`src/verilog/biu_pkg.sv`:
```
// constants, encodings and register map of the bus interface unit
// Contract
// - stall the cpu while the queue holds fewer code bytes than requested.
// - prefetch when queue holds zero or one byte and cpu leaves the bus free.
// - even start address fetches two bytes, odd start address fetches one.
// - external 8-bit bus in expansion or microprocessor mode fetches one byte.
// - queue holds at most three code bytes.
// - branch, jump, call or interrupt empties the queue and refetches at target.
// - data requests wait while a transfer runs or a higher request is pending.
// - data read drives cpu address, samples memory during strobe low, cpu waits.
// - data write latches address and data, cpu continues at once.
// - posted write drives latched address and data during strobe low.
// - bus status decoded from strobe and read/write lines.
// - memory, i/o and control registers share one access path.
// - 24-bit address, bank from program or data bank, low 16 from pc/operand.
// - pc carry increments program bank, pc borrow decrements it.
// - all 256 banks in expansion/microprocessor mode, bank 0 only single-chip; a single-chip direct page access can still reach bank 1.
// - direct page is a 256-byte window from the base, may cross into bank 1.
// - bank 0 addresses 0x0000 to 0x007f decode as special function area.
// - odd word access or word on 8-bit external bus splits into two bytes.
// - cleared wait bit doubles external strobe low time, internal unaffected.
package biu_pkg;
	// register byte offsets on the axi4-lite slave
	localparam logic [7:0] OFF_CTRL = 8'h00;
	localparam logic [7:0] OFF_PBANK = 8'h04;
	localparam logic [7:0] OFF_DBANK = 8'h08;
	localparam logic [7:0] OFF_DPAGE = 8'h0C;
	localparam logic [7:0] OFF_STATUS = 8'h10;
	localparam logic [3:0] CTRL_RESET = 4'h0;
	localparam int CTRL_WAIT_BIT = 2;
	localparam int CTRL_BUS8_BIT = 3;
	localparam logic [1:0] MODE_SINGLE = 2'h0;
	localparam logic [1:0] RESP_OKAY = 2'h0;
	localparam logic [1:0] RESP_SLVERR = 2'h2;
	// special function area window in bank 0
	localparam logic [15:0] SFR_LO = 16'h0000;
	localparam logic [15:0] SFR_HI = 16'h007F;
	// strobe timing
	localparam int CLK_PERIOD_NS = 10;
	localparam int STROBE_LOW_NS = 10;
	localparam int STROBE_LOW_CYC = (STROBE_LOW_NS + CLK_PERIOD_NS - 1) / CLK_PERIOD_NS;
	localparam logic [1:0] LOW_NORM = 2'(STROBE_LOW_CYC);
	localparam logic [1:0] LOW_LONG = 2'(2 * STROBE_LOW_CYC);
	// bus status codes
	localparam logic [1:0] BUS_IDLE = 2'h0;
	localparam logic [1:0] BUS_READ = 2'h1;
	localparam logic [1:0] BUS_WRITE = 2'h2;
	typedef enum logic [3:0] {
		ST_IDLE = 4'h1,
		ST_FETCH = 4'h2,
		ST_READ = 4'h4,
		ST_WRITE = 4'h8
	} biu_state_e;
	typedef enum logic [1:0] {
		BS_IDLE = 2'h1,
		BS_LOW = 2'h2
	} bus_state_e;
endpackage

```
`src/verilog/code_queue.sv`:
```
// instruction prefetch queue, byte wide, shifts toward the head on pop
`timescale 1ns/1ps
module code_queue
	import biu_pkg::*;
#(
	parameter int DEPTH = 3
)
(
	// clock and reset
	input wire logic aclk,
	input wire logic aresetn,
	// control
	input wire logic flush,
	input wire logic [1:0] push_n,
	input wire logic [15:0] push_data,
	input wire logic [1:0] pop_n,
	// state
	output logic [1:0] count,
	output logic [15:0] head
);
	generate
		if (DEPTH < 2 || DEPTH > 3)
			$error("code_queue depth must be 2 or 3");
	endgenerate

	logic [7:0] q_reg [DEPTH];
	logic [7:0] q_next [DEPTH];
	logic [1:0] count_reg;
	logic [1:0] count_next;

	always_comb
	begin
		q_next = q_reg;
		count_next = count_reg;
		if (flush)
			count_next = 2'h0;
		else
		begin
			for (int i = 0; i < DEPTH; i++)
				q_next[i] = (i + int'(pop_n) < DEPTH) ? q_reg[i + int'(pop_n)] : 8'h00;
			count_next = count_reg - pop_n;
			for (int j = 0; j < 2; j++)
			begin
				// never beyond depth, extra bytes are dropped
				if (j < int'(push_n) && int'(count_next) < DEPTH)
				begin
					q_next[count_next] = push_data[j*8 +: 8];
					count_next = count_next + 2'h1;
				end
			end
		end
	end

	always_ff @(posedge aclk)
	begin
		if (!aresetn)
		begin
			for (int i = 0; i < DEPTH; i++)
				q_reg[i] <= 8'h00;
			count_reg <= 2'h0;
		end
		else
		begin
			q_reg <= q_next;
			count_reg <= count_next;
		end
	end

	assign count = count_reg;
	assign head = {q_reg[1], q_reg[0]};
endmodule

```
`src/verilog/bus_cycle.sv`:
```
// one strobe cycle on the memory bus, all pins from flip-flops
`timescale 1ns/1ps
module bus_cycle
	import biu_pkg::*;
(
	// clock and reset
	input wire logic aclk,
	input wire logic aresetn,
	// request from the sequencer
	input wire logic start,
	input wire logic [23:0] addr,
	input wire logic we,
	input wire logic byte_mode,
	input wire logic [15:0] wdata,
	input wire logic ext,
	input wire logic wait_bit,
	output logic ready,
	output logic done,
	output logic [15:0] rdata,
	// memory bus
	output logic [23:0] mem_addr,
	output logic mem_strobe_n,
	output logic mem_rw,
	output logic mem_byte,
	output logic [15:0] mem_wdata,
	input wire logic [15:0] mem_rdata,
	output logic [1:0] bus_status,
	output logic sfr_sel
);
	bus_state_e st_reg, st_next;
	logic [1:0] cnt_reg, cnt_next;
	logic [23:0] addr_reg, addr_next;
	logic strobe_n_reg, strobe_n_next;
	logic rw_reg, rw_next;
	logic byte_reg, byte_next;
	logic [15:0] wd_reg, wd_next;
	logic [15:0] rd_reg, rd_next;
	logic done_reg, done_next;
	logic [1:0] status_reg, status_next;
	logic sfr_reg, sfr_next;

	always_comb
	begin
		st_next = st_reg;
		cnt_next = cnt_reg;
		addr_next = addr_reg;
		strobe_n_next = strobe_n_reg;
		rw_next = rw_reg;
		byte_next = byte_reg;
		wd_next = wd_reg;
		rd_next = rd_reg;
		done_next = 1'b0;
		sfr_next = sfr_reg;
		unique case (st_reg)
			BS_IDLE:
				if (start)
				begin
					st_next = BS_LOW;
					addr_next = addr;
					strobe_n_next = 1'b0;
					rw_next = !we;
					byte_next = byte_mode;
					wd_next = wdata;
					sfr_next = addr[23:16] == 8'h00 && addr[15:0] >= SFR_LO && addr[15:0] <= SFR_HI;
					cnt_next = (ext && !wait_bit) ? LOW_LONG - 2'h1 : LOW_NORM - 2'h1;
				end
			BS_LOW:
				if (cnt_reg == 2'h0)
				begin
					// read data is taken while the strobe is still low
					if (rw_reg)
						rd_next = mem_rdata;
					strobe_n_next = 1'b1;
					rw_next = 1'b1;
					done_next = 1'b1;
					st_next = BS_IDLE;
				end
				else
					cnt_next = cnt_reg - 2'h1;
			default:
				st_next = BS_IDLE;
		endcase
		// strobe high is idle, low with read/write high is read
		if (strobe_n_next)
			status_next = BUS_IDLE;
		else
			status_next = rw_next ? BUS_READ : BUS_WRITE;
	end

	always_ff @(posedge aclk)
	begin
		if (!aresetn)
		begin
			st_reg <= BS_IDLE;
			cnt_reg <= 2'h0;
			addr_reg <= 24'h00_0000;
			strobe_n_reg <= 1'b1;
			rw_reg <= 1'b1;
			byte_reg <= 1'b0;
			wd_reg <= 16'h0000;
			rd_reg <= 16'h0000;
			done_reg <= 1'b0;
			status_reg <= BUS_IDLE;
			sfr_reg <= 1'b0;
		end
		else
		begin
			st_reg <= st_next;
			cnt_reg <= cnt_next;
			addr_reg <= addr_next;
			strobe_n_reg <= strobe_n_next;
			rw_reg <= rw_next;
			byte_reg <= byte_next;
			wd_reg <= wd_next;
			rd_reg <= rd_next;
			done_reg <= done_next;
			status_reg <= status_next;
			sfr_reg <= sfr_next;
		end
	end

	assign ready = st_reg == BS_IDLE;
	assign done = done_reg;
	assign rdata = rd_reg;
	assign mem_addr = addr_reg;
	assign mem_strobe_n = strobe_n_reg;
	assign mem_rw = rw_reg;
	assign mem_byte = byte_reg;
	assign mem_wdata = wd_reg;
	assign bus_status = status_reg;
	assign sfr_sel = sfr_reg;
endmodule

```
`src/verilog/biu_top.sv`:
```
// bus interface unit: prefetch queue, data path, bank logic and axi4-lite registers
`timescale 1ns/1ps
module biu_top
	import biu_pkg::*;
(
	// clock and reset
	input wire logic aclk,
	input wire logic aresetn,
	// axi4-lite write
	input wire logic [7:0] awaddr,
	input wire logic awvalid,
	output logic awready,
	input wire logic [31:0] wdata,
	input wire logic [3:0] wstrb,
	input wire logic wvalid,
	output logic wready,
	output logic [1:0] bresp,
	output logic bvalid,
	input wire logic bready,
	// axi4-lite read
	input wire logic [7:0] araddr,
	input wire logic arvalid,
	output logic arready,
	output logic [31:0] rdata,
	output logic [1:0] rresp,
	output logic rvalid,
	input wire logic rready,
	// cpu code port
	input wire logic code_req,
	input wire logic [1:0] code_need,
	output logic code_ack,
	output logic [15:0] code_data,
	output logic cpu_wait,
	input wire logic flush,
	input wire logic [15:0] flush_pc,
	input wire logic pc_borrow,
	input wire logic cpu_bus_next,
	// cpu data port
	input wire logic data_req,
	input wire logic data_we,
	input wire logic data_word,
	input wire logic data_dp,
	input wire logic [15:0] data_addr,
	input wire logic [15:0] data_wdata,
	output logic data_ack,
	output logic [15:0] data_rdata,
	// memory bus
	output logic [23:0] mem_addr,
	output logic mem_strobe_n,
	output logic mem_rw,
	output logic mem_byte,
	output logic [15:0] mem_wdata,
	input wire logic [15:0] mem_rdata,
	output logic [1:0] bus_status,
	output logic sfr_sel
);
	function automatic logic [31:0] merge(input logic [31:0] o, input logic [31:0] n, input logic [3:0] s);
		logic [31:0] r;
		r = o;
		for (int i = 0; i < 4; i++)
			if (s[i])
				r[i*8 +: 8] = n[i*8 +: 8];
		return r;
	endfunction

	biu_state_e st_reg, st_next;
	logic [3:0] ctrl_reg, ctrl_next;
	logic [7:0] pbank_reg, pbank_next;
	logic [7:0] dbank_reg, dbank_next;
	logic [15:0] dp_reg, dp_next;
	logic [15:0] fpc_reg, fpc_next;
	logic [23:0] op_addr_reg, op_addr_next;
	logic op_word_reg, op_word_next;
	logic op_split_reg, op_split_next;
	logic op_second_reg, op_second_next;
	logic op_ext_reg, op_ext_next;
	logic [15:0] op_data_reg, op_data_next;
	logic discard_reg, discard_next;
	logic code_ack_reg, code_ack_next;
	logic [15:0] code_data_reg, code_data_next;
	logic cpu_wait_reg, cpu_wait_next;
	logic data_ack_reg, data_ack_next;
	logic [15:0] data_rdata_reg, data_rdata_next;
	logic awready_reg, awready_next;
	logic bvalid_reg, bvalid_next;
	logic [1:0] bresp_reg, bresp_next;
	logic arready_reg, arready_next;
	logic rvalid_reg, rvalid_next;
	logic [31:0] rdata_reg, rdata_next;
	logic [1:0] rresp_reg, rresp_next;

	logic [1:0] q_count;
	logic [15:0] q_head;
	logic [1:0] q_push_n;
	logic [1:0] q_pop_n;
	logic q_flush;
	logic bus_start;
	logic [23:0] bus_addr;
	logic bus_we;
	logic bus_byte;
	logic [15:0] bus_wdata;
	logic bus_ext;
	logic bus_ready;
	logic bus_done;
	logic [15:0] bus_rdata;

	logic single;
	logic bus8;
	logic [7:0] eff_pbank;
	logic [7:0] eff_dbank;
	logic [23:0] faddr;
	logic fext;
	logic ftwo;
	logic [16:0] dp_sum;
	logic [23:0] daddr;
	logic dext;
	logic dsplit;
	logic code_short;
	logic [16:0] fpc_inc;

	always_comb
	begin
		single = ctrl_reg[1:0] == MODE_SINGLE;
		bus8 = ctrl_reg[CTRL_BUS8_BIT];
		// single-chip mode forces program and data bank to 0
		eff_pbank = single ? 8'h00 : pbank_reg;
		eff_dbank = single ? 8'h00 : dbank_reg;
		faddr = {eff_pbank, fpc_reg};
		fext = !single && faddr[23:16] != 8'h00;
		// two bytes from an even address unless the external bus is 8-bit
		ftwo = !fpc_reg[0] && !(fext && bus8);
		// direct page may run past bank 0 into bank 1
		dp_sum = {1'b0, dp_reg} + {9'h000, data_addr[7:0]};
		daddr = data_dp ? {7'h00, dp_sum} : {eff_dbank, data_addr};
		dext = !single && daddr[23:16] != 8'h00;
		dsplit = data_word && (daddr[0] || (dext && bus8));
		code_short = code_req && !code_ack_reg && q_count < code_need;
	end

	always_comb
	begin
		st_next = st_reg;
		ctrl_next = ctrl_reg;
		pbank_next = pbank_reg;
		dbank_next = dbank_reg;
		dp_next = dp_reg;
		fpc_next = fpc_reg;
		fpc_inc = 17'h0_0000;
		op_addr_next = op_addr_reg;
		op_word_next = op_word_reg;
		op_split_next = op_split_reg;
		op_second_next = op_second_reg;
		op_ext_next = op_ext_reg;
		op_data_next = op_data_reg;
		discard_next = discard_reg;
		code_ack_next = 1'b0;
		code_data_next = code_data_reg;
		data_ack_next = 1'b0;
		data_rdata_next = data_rdata_reg;
		q_push_n = 2'h0;
		q_pop_n = 2'h0;
		q_flush = 1'b0;
		bus_start = 1'b0;
		bus_addr = op_addr_reg + 24'h00_0001;
		bus_we = 1'b0;
		bus_byte = 1'b1;
		bus_wdata = 16'h0000;
		bus_ext = op_ext_reg;

		// hand over queued code with no stall when enough is there
		if (code_req && !code_ack_reg && !flush && code_need != 2'h0 && q_count >= code_need)
		begin
			code_ack_next = 1'b1;
			code_data_next = q_head;
			q_pop_n = code_need;
		end
		// cpu held while code is short or a read is outstanding
		cpu_wait_next = code_short || (data_req && !data_we && !data_ack_reg);

		unique case (st_reg)
			ST_IDLE:
				if (bus_ready)
				begin
					// data requests only start from idle, ahead of prefetch
					if (data_req && !data_ack_reg)
					begin
						op_addr_next = daddr;
						op_word_next = data_word;
						op_split_next = dsplit;
						op_second_next = 1'b0;
						op_ext_next = dext;
						op_data_next = data_wdata;
						bus_start = 1'b1;
						bus_addr = daddr;
						bus_we = data_we;
						bus_byte = !data_word || dsplit;
						bus_wdata = data_wdata;
						bus_ext = dext;
						if (data_we)
						begin
							// posted write, cpu released now
							data_ack_next = 1'b1;
							st_next = ST_WRITE;
						end
						else
							st_next = ST_READ;
					end
					else if (!flush && q_count <= 2'h1 && (code_short || !cpu_bus_next))
					begin
						op_addr_next = faddr;
						op_word_next = ftwo;
						op_ext_next = fext;
						discard_next = 1'b0;
						bus_start = 1'b1;
						bus_addr = faddr;
						bus_byte = !ftwo;
						bus_ext = fext;
						st_next = ST_FETCH;
					end
				end
			ST_FETCH:
				if (bus_done)
				begin
					if (!discard_reg && !flush)
					begin
						q_push_n = op_word_reg ? 2'h2 : 2'h1;
						fpc_inc = {1'b0, fpc_reg} + (op_word_reg ? 17'h0_0002 : 17'h0_0001);
						fpc_next = fpc_inc[15:0];
						// carry out of the bank moves to the next bank
						if (fpc_inc[16])
							pbank_next = pbank_reg + 8'h01;
					end
					st_next = ST_IDLE;
				end
			ST_READ:
				if (bus_done)
				begin
					if (op_split_reg && !op_second_reg)
					begin
						// second byte of a split word
						op_data_next = {8'h00, bus_rdata[7:0]};
						op_second_next = 1'b1;
						bus_start = 1'b1;
					end
					else
					begin
						if (op_second_reg)
							data_rdata_next = {bus_rdata[7:0], op_data_reg[7:0]};
						else if (op_word_reg)
							data_rdata_next = bus_rdata;
						else
							data_rdata_next = {8'h00, bus_rdata[7:0]};
						data_ack_next = 1'b1;
						st_next = ST_IDLE;
					end
				end
			ST_WRITE:
				if (bus_done)
				begin
					if (op_split_reg && !op_second_reg)
					begin
						op_second_next = 1'b1;
						bus_start = 1'b1;
						bus_we = 1'b1;
						bus_wdata = {8'h00, op_data_reg[15:8]};
					end
					else
						st_next = ST_IDLE;
				end
			default:
				st_next = ST_IDLE;
		endcase

		// queue dropped and refetch from the target; a fetch in flight is discarded
		if (flush)
		begin
			fpc_next = flush_pc;
			q_flush = 1'b1;
			if (st_reg == ST_FETCH && !bus_done)
				discard_next = 1'b1;
		end
		if (pc_borrow)
			pbank_next = pbank_next - 8'h01;

		// slave waits for address and data together, then answers one cycle later
		awready_next = awvalid && wvalid && !awready_reg && !bvalid_reg;
		bvalid_next = bvalid_reg && !bready;
		bresp_next = bresp_reg;
		if (awready_reg && awvalid && wvalid)
		begin
			bvalid_next = 1'b1;
			bresp_next = RESP_OKAY;
			unique case (awaddr)
				OFF_CTRL: ctrl_next = 4'(merge({28'h000_0000, ctrl_reg}, wdata, wstrb));
				OFF_PBANK: pbank_next = 8'(merge({24'h00_0000, pbank_reg}, wdata, wstrb));
				OFF_DBANK: dbank_next = 8'(merge({24'h00_0000, dbank_reg}, wdata, wstrb));
				OFF_DPAGE: dp_next = 16'(merge({16'h0000, dp_reg}, wdata, wstrb));
				OFF_STATUS: bresp_next = RESP_OKAY;
				default: bresp_next = RESP_SLVERR;
			endcase
		end
		arready_next = arvalid && !arready_reg && !rvalid_reg;
		rvalid_next = rvalid_reg && !rready;
		rdata_next = rdata_reg;
		rresp_next = rresp_reg;
		if (arready_reg && arvalid)
		begin
			rvalid_next = 1'b1;
			rresp_next = RESP_OKAY;
			unique case (araddr)
				OFF_CTRL: rdata_next = {28'h000_0000, ctrl_reg};
				OFF_PBANK: rdata_next = {24'h00_0000, pbank_reg};
				OFF_DBANK: rdata_next = {24'h00_0000, dbank_reg};
				OFF_DPAGE: rdata_next = {16'h0000, dp_reg};
				OFF_STATUS: rdata_next = {28'h000_0000, discard_reg, st_reg != ST_IDLE, q_count};
				default:
				begin
					rdata_next = 32'h0000_0000;
					rresp_next = RESP_SLVERR;
				end
			endcase
		end
	end

	always_ff @(posedge aclk)
	begin
		if (!aresetn)
		begin
			st_reg <= ST_IDLE;
			ctrl_reg <= CTRL_RESET;
			pbank_reg <= 8'h00;
			dbank_reg <= 8'h00;
			dp_reg <= 16'h0000;
			fpc_reg <= 16'h0000;
			op_addr_reg <= 24'h00_0000;
			op_word_reg <= 1'b0;
			op_split_reg <= 1'b0;
			op_second_reg <= 1'b0;
			op_ext_reg <= 1'b0;
			op_data_reg <= 16'h0000;
			discard_reg <= 1'b0;
			code_ack_reg <= 1'b0;
			code_data_reg <= 16'h0000;
			cpu_wait_reg <= 1'b0;
			data_ack_reg <= 1'b0;
			data_rdata_reg <= 16'h0000;
			awready_reg <= 1'b0;
			bvalid_reg <= 1'b0;
			bresp_reg <= RESP_OKAY;
			arready_reg <= 1'b0;
			rvalid_reg <= 1'b0;
			rdata_reg <= 32'h0000_0000;
			rresp_reg <= RESP_OKAY;
		end
		else
		begin
			st_reg <= st_next;
			ctrl_reg <= ctrl_next;
			pbank_reg <= pbank_next;
			dbank_reg <= dbank_next;
			dp_reg <= dp_next;
			fpc_reg <= fpc_next;
			op_addr_reg <= op_addr_next;
			op_word_reg <= op_word_next;
			op_split_reg <= op_split_next;
			op_second_reg <= op_second_next;
			op_ext_reg <= op_ext_next;
			op_data_reg <= op_data_next;
			discard_reg <= discard_next;
			code_ack_reg <= code_ack_next;
			code_data_reg <= code_data_next;
			cpu_wait_reg <= cpu_wait_next;
			data_ack_reg <= data_ack_next;
			data_rdata_reg <= data_rdata_next;
			awready_reg <= awready_next;
			bvalid_reg <= bvalid_next;
			bresp_reg <= bresp_next;
			arready_reg <= arready_next;
			rvalid_reg <= rvalid_next;
			rdata_reg <= rdata_next;
			rresp_reg <= rresp_next;
		end
	end

	code_queue #(.DEPTH(3)) u_queue (
		.aclk(aclk),
		.aresetn(aresetn),
		.flush(q_flush),
		.push_n(q_push_n),
		.push_data(bus_rdata),
		.pop_n(q_pop_n),
		.count(q_count),
		.head(q_head)
	);

	bus_cycle u_bus (
		.aclk(aclk),
		.aresetn(aresetn),
		.start(bus_start),
		.addr(bus_addr),
		.we(bus_we),
		.byte_mode(bus_byte),
		.wdata(bus_wdata),
		.ext(bus_ext),
		.wait_bit(ctrl_reg[CTRL_WAIT_BIT]),
		.ready(bus_ready),
		.done(bus_done),
		.rdata(bus_rdata),
		.mem_addr(mem_addr),
		.mem_strobe_n(mem_strobe_n),
		.mem_rw(mem_rw),
		.mem_byte(mem_byte),
		.mem_wdata(mem_wdata),
		.mem_rdata(mem_rdata),
		.bus_status(bus_status),
		.sfr_sel(sfr_sel)
	);

	assign awready = awready_reg;
	assign wready = awready_reg;
	assign bvalid = bvalid_reg;
	assign bresp = bresp_reg;
	assign arready = arready_reg;
	assign rvalid = rvalid_reg;
	assign rdata = rdata_reg;
	assign rresp = rresp_reg;
	assign code_ack = code_ack_reg;
	assign code_data = code_data_reg;
	assign cpu_wait = cpu_wait_reg;
	assign data_ack = data_ack_reg;
	assign data_rdata = data_rdata_reg;
endmodule

```
`config.mk`:
```
export PLATFORM = sky130hd
export DESIGN_NAME = biu_top
export DESIGN_NICKNAME = d
export VERILOG_FILES = /design/src/verilog/biu_pkg.sv /design/src/verilog/code_queue.sv /design/src/verilog/bus_cycle.sv /design/src/verilog/biu_top.sv
export SDC_FILE = /design/constraint.sdc
export NUM_CORES = 1
export LEC_CHECK = 0
export ABC_AREA = 1
export BUFFER_PORTS_ARGS = -buffer_cell sky130_fd_sc_hd__buf_4
export CORE_MARGIN = 2
export CORE_UTILIZATION = 45
export DETAILED_ROUTE_END_ITERATION = 10
export PLACE_DENSITY = 0.65
export SLEW_MARGIN = 30
export SYNTH_ARGS = -nofsm -noshare
export SYNTH_HDL_FRONTEND = slang
export SYNTH_SLANG_ARGS = --single-unit
```
`constraint.sdc`:
```
create_clock -name aclk -period 6.9 [get_ports aclk]
set_input_delay 1.725 -clock aclk [delete_from_list [all_inputs] [get_ports aclk]]
set_output_delay 1.725 -clock aclk [all_outputs]
set_load 0.05 [all_outputs]
```
==> Word-level counts from Yosys, hierarchy flattened <==
Cells that the tools add are included.
{ "totals": {"word_cells": 330, "register_bits": 269, "memories": 0, "latch_bits": 0, "out_inout_bits": 122, "mem_bits_ro": 0, "ramBits": 0} }
{ "op_classes": {"div_mod_pow": 0, "shifts": 0, "add_sub_neg": 11, "eq_ne": 28, "n_reduce_logical": 97, "bitwise_logic": 7, "order_cmp": 19, "muxes": 127, "n_mul": 0} }
{ "ops": {"columns": ["operator", "count"], "rows": [
  ["$mux 24", 10],
  ["$mux 8", 23],
  ["$mux 16", 11],
  ["$ge 32x3->1 const B", 3],
  ["$pmux 16 s5", 1],
  ["$lt 32x3->1 const B", 2],
  ["$not 32->32", 2],
  ["$pmux 16 s2", 2],
  ["$bmux 8 s2", 3],
  ["$bwmux 24", 2],
  ["$mux 1", 41],
  ["$logic_and 1x1->1", 36],
  ["$demux 8 s2", 2],
  ["$eq 8x4->1 const B", 4],
  ["$mux 2", 16],
  ["$not 2->32", 1],
  ["$reduce_and 3->1", 10],
  ["$mux 4", 7],
  ["$add 24x1->24 const B", 1],
  ["$logic_not 8->1", 3],
  ["$logic_not 1->1", 21],
  ["$add 16x2->17", 1],
  ["$add 16x8->17", 1],
  ["$eq 8x3->1 const B", 2],
  ["other kinds (40)", 84]
]} }

==> Depth between registers and ports, before layout <==
Gate-level depths: netlist of run 1.
{ "depth": {"depth_word": 18, "mapped_depth": 26} }

==> Hierarchy <==
Synthesis of run 1 repeated with hierarchy kept, for this count alone.
{ "hier_totals": {"cells_unflattened": 2138, "area_unflattened_um2": 14244.9} }
{ "modules_own_cells": {"columns": ["module", "cells_per_inst", "area_each_um2", "seq_area_each_um2", "n_inst"], "rows": [
  ["biu_top", 1385, 9240.1, 3163.0, 1],
  ["bus_cycle", 324, 2526.2, 1341.3, 1],
  ["code_queue", 429, 2478.6, 520.5, 1]
]} }

==> Least setup slack after synthesis of run 1 <==
No wires, ideal clock.
{ "synth_path": {"kind": "input -> register", "from": "input code_need[1]", "to": "register u_queue.q_reg (netlist bit u_queue.head[12])", "slack_ps": 1527, "path_stages": 24, "arrival_time_ps": 5237, "path_buffers": 3, "cell_sequence": "inv_1 ha_1 nand2_1 nand3_1 nand2_1 nor2_1 buf_2 clkbuf_1 ha_1 xnor2_1 xnor2_1 ha_1 nor2_2 inv_1 nand2_1 o21ai_0 ha_1 nor2_1 inv_1 nor4_1 nand2_1 clkbuf_1 o21ai_0 o22ai_1"} }
{ "synth_between": {"elab_chain_len": 16, "word_cells_on_any_way": 37} }
{ "synth_rtl": {"columns": ["element", "line", "text"], "rows": [
  ["start: declaration", "biu_top.sv:30", "input wire logic [1:0] code_need,"],
  ["branches (longest 3 deep; another with $ge 2x2->1)", null, null],
  ["$mux 2 (*)", "biu_top.sv:171", "if (code_req && !code_ack_reg && !flush && code_need != 2'h0 && q_count >= code_need)"],
  ["branches (longest 11 deep; another with $lt 32x3->1)", null, null],
  ["$mux 24 (*)", "code_queue.sv:45", "if (j < int'(push_n) && int'(count_next) < DEPTH)"],
  ["end signal: assignment", "code_queue.sv:64", "q_reg <= q_next;"],
  ["end: declaration", "code_queue.sv:26", "logic [7:0] q_reg [DEPTH];"]
]} }
Mark *: on every way between the ends. The select of a mux whose other input is x is not followed.
A chain may end at the register's enable or synchronous reset.

==> Final worst setup path of run 1 <==
{ "layout_path": {"from": "input flush", "to": "register u_queue.q_reg (netlist bit u_queue.head[13])"} }
{ "layout_between": {"elab_chain_len": 17, "word_cells_on_any_way": 44} }
{ "layout_rtl": {"columns": ["element", "line", "text"], "rows": [
  ["start: declaration", "biu_top.sv:34", "input wire logic flush,"],
  ["branches (longest 17 deep; another with $lt 32x3->1)", null, null]
]} }
Several ways; the timed one is not identified. The select of a mux whose other input is x is not followed.

==> impl_metrics.ini, run 1 <==
[job]
maxCapViolations = 0

[route]
antenna_left = 0
firstDrtPassIters = 5
drc = 0
wirelength_um = 45100
avgViaCountPerCell = 5.51
drt_iter0_drc = 1103
avgRoutedWirePerCell_um = 17.4
via_count = 14300

[clock_tree]
clock-sinks = 251
cts_buffer_depth = 3
htree_levels = 1
tritoncts = built
clk_transition_reported_paths_ns = 0.06
cts_hold_buf = 0
postCtsSetupRepairBufs = 0
cts_made_buffers = 28
clkLatencyLatePin_ns = 0.56
cts_root_buf = clkbuf_16
cts_resized = 0

[synth]
synth_edf_count = 0
syn_inst = 2014
synth_cell_types = 55
ys_seq_elements = 251
ys_seq_area_frac = 0.369
yosys_warnings = 0
syn_area_per_cell_sq_um = 6.76
synth-main-ff-cell = dfxtp_1
synth_area_sq_um = 13600
async_flop_share = 0

[status]
outcome = finished clean

[timing]
hold_viol = 0
fmax_ghz = 0.187
skew_ns = 0.0181
period_share = 0.777
slew_viol_final = 0
finalSetupViolCount = 0
worst_slew_pin_slew_ns = 0.903
rsz0062_at_grt = false
max_slew_margin = 0.397
min_period_ns = 5.36
finalSetupTns_ns = 0
whs_ns = 0.450

[setup_path]
r2r-end = u_queue.head[13]
startpoint_type = primary input
cp-endpoint = u_queue.head[13]
r2r_start = u_queue.count[1]
crit_start = flush
crit_required_ns = 7.31
cp_max_fo = 14
worstSetupPathType = in -> reg
r2r_slack_ns = 2.48
cp.arrival_ns = 5.77
r2r.worst_path.cells = 20
end_kind = flop

[final_layout]
most-common-layout-cells = 455 x nand2_1, 251 x dfxtp_1, 250 x o21ai_0
drive_gt1_frac = 0.140
area_growth_pct = 20.4
n_antenna_cell = 0
final_cells = 2597
layout.nets = 2349
layout_commonest_cell = nand2_1

[floorplanning]
start_util = 0.458
die_area_sq_um = 31600
fp-row-count = 63
dieHeight_um = 178
ios = 255
die_w_um = 178
core_sq_um = 29700

[grt]
grt_max_degree = 95
grt_pass1_wl_um = 70100
grt_pass1_vias = 13400
grt_usage = 0.279
gr-total-overflow = 0
antenna_found_initial = 0

[hold_path]
hold_path.class = reg -> reg

[power]
vdd_ir_drop_max_mv = 0.264
leakagePower_nw = 6.91
power.density_cell_area_nw_per_um2 = 315

[placement]
io_buffers = 218
dpl.hpwl_um = 33700
place_inst = 2545
gp_congestion = 0.959
[through the flow]
stage	setup WS [ns]	instance area, sq um	power, mW	util
floorplan	1.53	13700	3.11	-
finish	1.54	16400	5.16	0.551
CTS	1.53	16400	5.18	0.551
detailed placement	0.946	15400	3.65	0.520
global route	1.01	16400	5.42	0.551
global placement	1.15	15400	3.63	0.519
[Yosys cell counts (4+ instances only)]
master / number / area [sq um]
buf_2: 8 / 40.0
a211oi_1: 25 / 188
ha_1: 29 / 363
clkinv_1: 7 / 26.3
nand2_1: 455 / 1710
nand3_1: 102 / 510
nor2_2: 5 / 31.3
a21oi_1: 156 / 781
o22ai_1: 25 / 156
clkbuf_1: 71 / 267
o211ai_1: 21 / 158
nand4_1: 17 / 106
dfxtp_1: 251 / 5020
nor2_1: 178 / 668
buf_1: 6 / 22.5
o21ai_0: 250 / 1250
xor2_1: 20 / 175
nor3_1: 31 / 155
o221ai_1: 7 / 61.3
nand3b_1: 6 / 45.0
nor4_1: 8 / 50.1
inv_1: 212 / 796
o2111ai_1: 4 / 35.0
a31oi_1: 34 / 213
buf_4: 19 / 143
xnor2_1: 8 / 70.1
a221oi_1: 14 / 123
o21ai_1: 4 / 20.0
[final cells by class]
| class | instances | area, sq um |
|---|---|---|
| Multi-Input combinational cell | 1456 | 7390 |
| Clock buffer | 36 | 781 |
| Fill cell | 2935 | 13300 |
| Clock inverter | 16 | 159 |
| Inverter | 220 | 826 |
| Tap cell | 390 | 488 |
| Sequential cell | 251 | 5020 |
| Timing Repair Buffer | 228 | 1720 |
[critical path, stage by stage]
cell and delay (ns):
buf_4 0.18, inv_1 0.36, nand2_1 0.10, a21oi_1 0.14, nand2_1 0.21, nor2_2 0.17
ha_1 0.17, xnor2_1 0.13, xnor2_1 0.16, ha_1 0.23, nor2_2 0.19, inv_1 0.12
nand2_1 0.08, o21ai_0 0.16, ha_1 0.24, nor2_1 0.10, inv_1 0.07, nor4_1 0.47
nand2_1 0.40, o21ai_0 0.27, o22ai_1 0.09
[kinds of logic after synthesis]
kind of cell | Yosys count | share of synthesized area
AND/OR/NAND/NOR | 822 | 0.256
AO/OA/AOI/OAI | 555 | 0.229
buffers and inverters | 324 | 0.0954
flip-flops | 251 | 0.369
adder cells (fa/ha/maj) | 31 | 0.0296
XOR/XNOR | 29 | 0.0200
other | 1 | 0.000276
multiplexers | 1 | 0.000736
[worst min-delay path by stage]
stage / startpoint / end / slack [ns] / depth (start not counted)
finish: rvalid / arready / 0.45 / 1
global route: u_bus.mem_wdata[15] / u_bus.mem_wdata[15] / 0.49 / 2
CTS: rvalid / arready / 0.46 / 1
detailed placement: arready / arready / 0.44 / 1
global placement: rvalid / arready / 0.44 / 1
floorplan: dp_reg[15] / rdata[15] / 0.44 / 2
[power by group]
group | total, mW | internal (mW) | switching [mW]
Clock | 1.52 | 0.877 | 0.646
Combinational | 1.76 | 0.518 | 1.24
Sequential | 1.88 | 1.68 | 0.194
Total | 5.16 | 3.08 | 2.08
[per-layer routing]
metal | wire [um] | up-vias | GRT usage
met3 | 2280 | 117 | 0.0285
met5 | 0 | - | 0
met2 | 20700 | 467 | 0.465
met1 | 19900 | 6638 | 0.364
li1 | - | 7086 | -
met4 | 2250 | 0 | 0.122
No activity file was read; power rests on OpenSTA's default activity.
==> run 2: changes to the inputs <==
--- a/config.mk
+++ b/config.mk
@@ -10,7 +10,7 @@
 export CORE_MARGIN = 2
 export CORE_UTILIZATION = 45
 export DETAILED_ROUTE_END_ITERATION = 10
-export PLACE_DENSITY = 0.65
+export PLACE_DENSITY = 0.67
 export SLEW_MARGIN = 30
 export SYNTH_ARGS = -nofsm -noshare
 export SYNTH_HDL_FRONTEND = slang
==> constraint.sdc (replaced) <==
create_clock -name aclk -period 4.6 [get_ports aclk]
set_input_delay 1.15 -clock aclk [delete_from_list [all_inputs] [get_ports aclk]]
set_output_delay 1.15 -clock aclk [all_outputs]
set_load 0.05 [all_outputs]
==> run 2 against run 1 <==
Sequential share of layout area is 0.20 points lower. Wire length is 0.66% higher. First-iteration DRC count is 5.0% higher. Critical path type unchanged. Largest power group unchanged. Clock power is 55% higher. Sequential power is 50% higher. Critical path depth is 2 higher. Non-clock buffer count is 12 higher. Combinational power is 52% higher. Highest routed layer unchanged. Via count is 0.56% higher. Setup slack worse by 1.0 ns. Final cell count is 0.54% higher.
==> impl_metrics.ini, run 2 (synthesized netlist as in run 1, its figures left out) <==
[status]
outcome = finished clean

[clock_tree]
clock-sinks = 251
htree_levels = 1
cts_resized = 0
cts_hold_buf = 0
clk_transition_reported_paths_ns = 0.06
cts_made_buffers = 28
clkLatencyLatePin_ns = 0.56
tritoncts = built
postCtsSetupRepairBufs = 0
cts_root_buf = clkbuf_16
cts_buffer_depth = 3

[setup_path]
r2r.worst_path.cells = 21
startpoint_type = primary input
cp.arrival_ns = 4.55
r2r-end = u_queue.head[14]
end_kind = flop
cp_max_fo = 12
crit_required_ns = 5.07
cp-endpoint = u_queue.head[14]
worstSetupPathType = in -> reg
r2r_slack_ns = 0.71
r2r_start = u_queue.count[1]
crit_start = code_need[1]

[route]
drt_iter0_drc = 1158
antenna_left = 0
avgViaCountPerCell = 5.51
drc = 0
via_count = 14400
firstDrtPassIters = 5
wirelength_um = 45400
avgRoutedWirePerCell_um = 17.4

[power]
leakagePower_nw = 6.99
vdd_ir_drop_max_mv = 0.395
power.density_cell_area_nw_per_um2 = 475

[final_layout]
most-common-layout-cells = 454 x nand2_1, 251 x dfxtp_1, 250 x o21ai_0
layout_commonest_cell = nand2_1
nFillCells = 2946
drive_gt1_frac = 0.145
area_growth_pct = 21.2
layout.nets = 2361

[grt]
grt_pass1_wl_um = 71200
antenna_found_initial = 2
gr-total-overflow = 0
grt_usage = 0.283
grt_max_degree = 84
grt_pass1_vias = 13600

[floorplanning]
fp-row-count = 63
core_sq_um = 29700
dieHeight_um = 178
die_area_sq_um = 31600
ios = 255
start_util = 0.458
die_w_um = 178

[job]
maxCapViolations = 0

[timing]
period_share = 0.886
worst_slew_pin_slew_ns = 0.911
whs_ns = 0.459
slew_viol_final = 0
setup_ws_ns = 0.522
skew_ns = 0.0104
min_period_ns = 4.08
hold_viol = 0
rsz0062_at_grt = false
max_slew_margin = 0.392
finalSetupViolCount = 0
fmax_ghz = 0.245
finalSetupTns_ns = 0

[placement]
gp_congestion = 0.943
io_buffers = 218
dpl.hpwl_um = 34100
dp_slack_ns = -0.0600

[hold_path]
hold_path.class = reg -> reg
-- run 2: changes by cell type in the layout (fill, tap and decap cells not counted), moves of 2 or more --
cell	change
buf_4	+13
clkinv_4	-2
diode_2	+2
clkbuf_8	+2
clkinvlp_4	-2
-- run 2: metal layers --
metal	vias up	global-route usage	share of wire
li1	7095	-	-
met1	6691	0.364	0.43
met2	493	0.477	0.47
met3	109	0.0343	0.058
met4	0	0.121	0.045
met5	-	0	0
-- run 2: worst min path at each step --
stage / startpoint / depth (start not counted) / slack (ns) / to
4_1_cts: arready / 1 / 0.45 / arready
5_1_grt: u_bus.cnt_reg[1] / 2 / 0.47 / u_bus.cnt_reg[1]
3_5_place_dp: arready / 1 / 0.44 / arready
2_1_floorplan: dp_reg[15] / 2 / 0.44 / rdata[15]
6_report: bvalid / 1 / 0.46 / awready
3_3_place_gp: rvalid / 1 / 0.44 / arready
-- run 2: critical path: stages --
cell	delay, ns
buf_4	0.11
inv_1	0.09
ha_1	0.25
nand2_1	0.09
nand3_1	0.08
nand2_2	0.09
nor2_2	0.04
ha_1	0.18
xnor2_1	0.13
xnor2_1	0.18
ha_1	0.21
nor2_2	0.17
inv_1	0.12
nand2_1	0.08
o21ai_0	0.12
ha_1	0.21
nor2_1	0.10
inv_1	0.07
nor4_2	0.33
nand2_1	0.32
o221ai_1	0.15
o21ai_0	0.11
o21ai_0	0.16
-- run 2: layout make-up --
cell class,instances,area (sq um),area share
diodes,2,5.00,0.000303
clock buffers,38,808,0.0490
clock inverters,14,161,0.00979
inverters,220,826,0.0501
multi-input cells,1456,7380,0.447
flip-flops and latches,251,5020,0.305
well taps,390,488,0.0296
repair buffers,240,1800,0.109
-- run 2: per-stage QoR --
step / cells / total power [mW] / instance area [sq um] / utilization
floorplan: 2031 / 4.67 / 13700 / -
global placement: 2557 / 5.48 / 15500 / 0.522
detailed placement: 2557 / 5.51 / 15500 / 0.522
CTS: 2609 / 7.86 / 16500 / 0.555
global route: 2611 / 8.27 / 16500 / 0.555
finish: 2611 / 7.84 / 16500 / 0.555
-- run 2: power by group --
part	total, mW	internal [mW]	leakage, nW	switching (mW)
clock	2.35	1.40	0.480	0.954
combinational	2.67	0.796	4.47	1.87
sequential	2.82	2.53	2.04	0.289
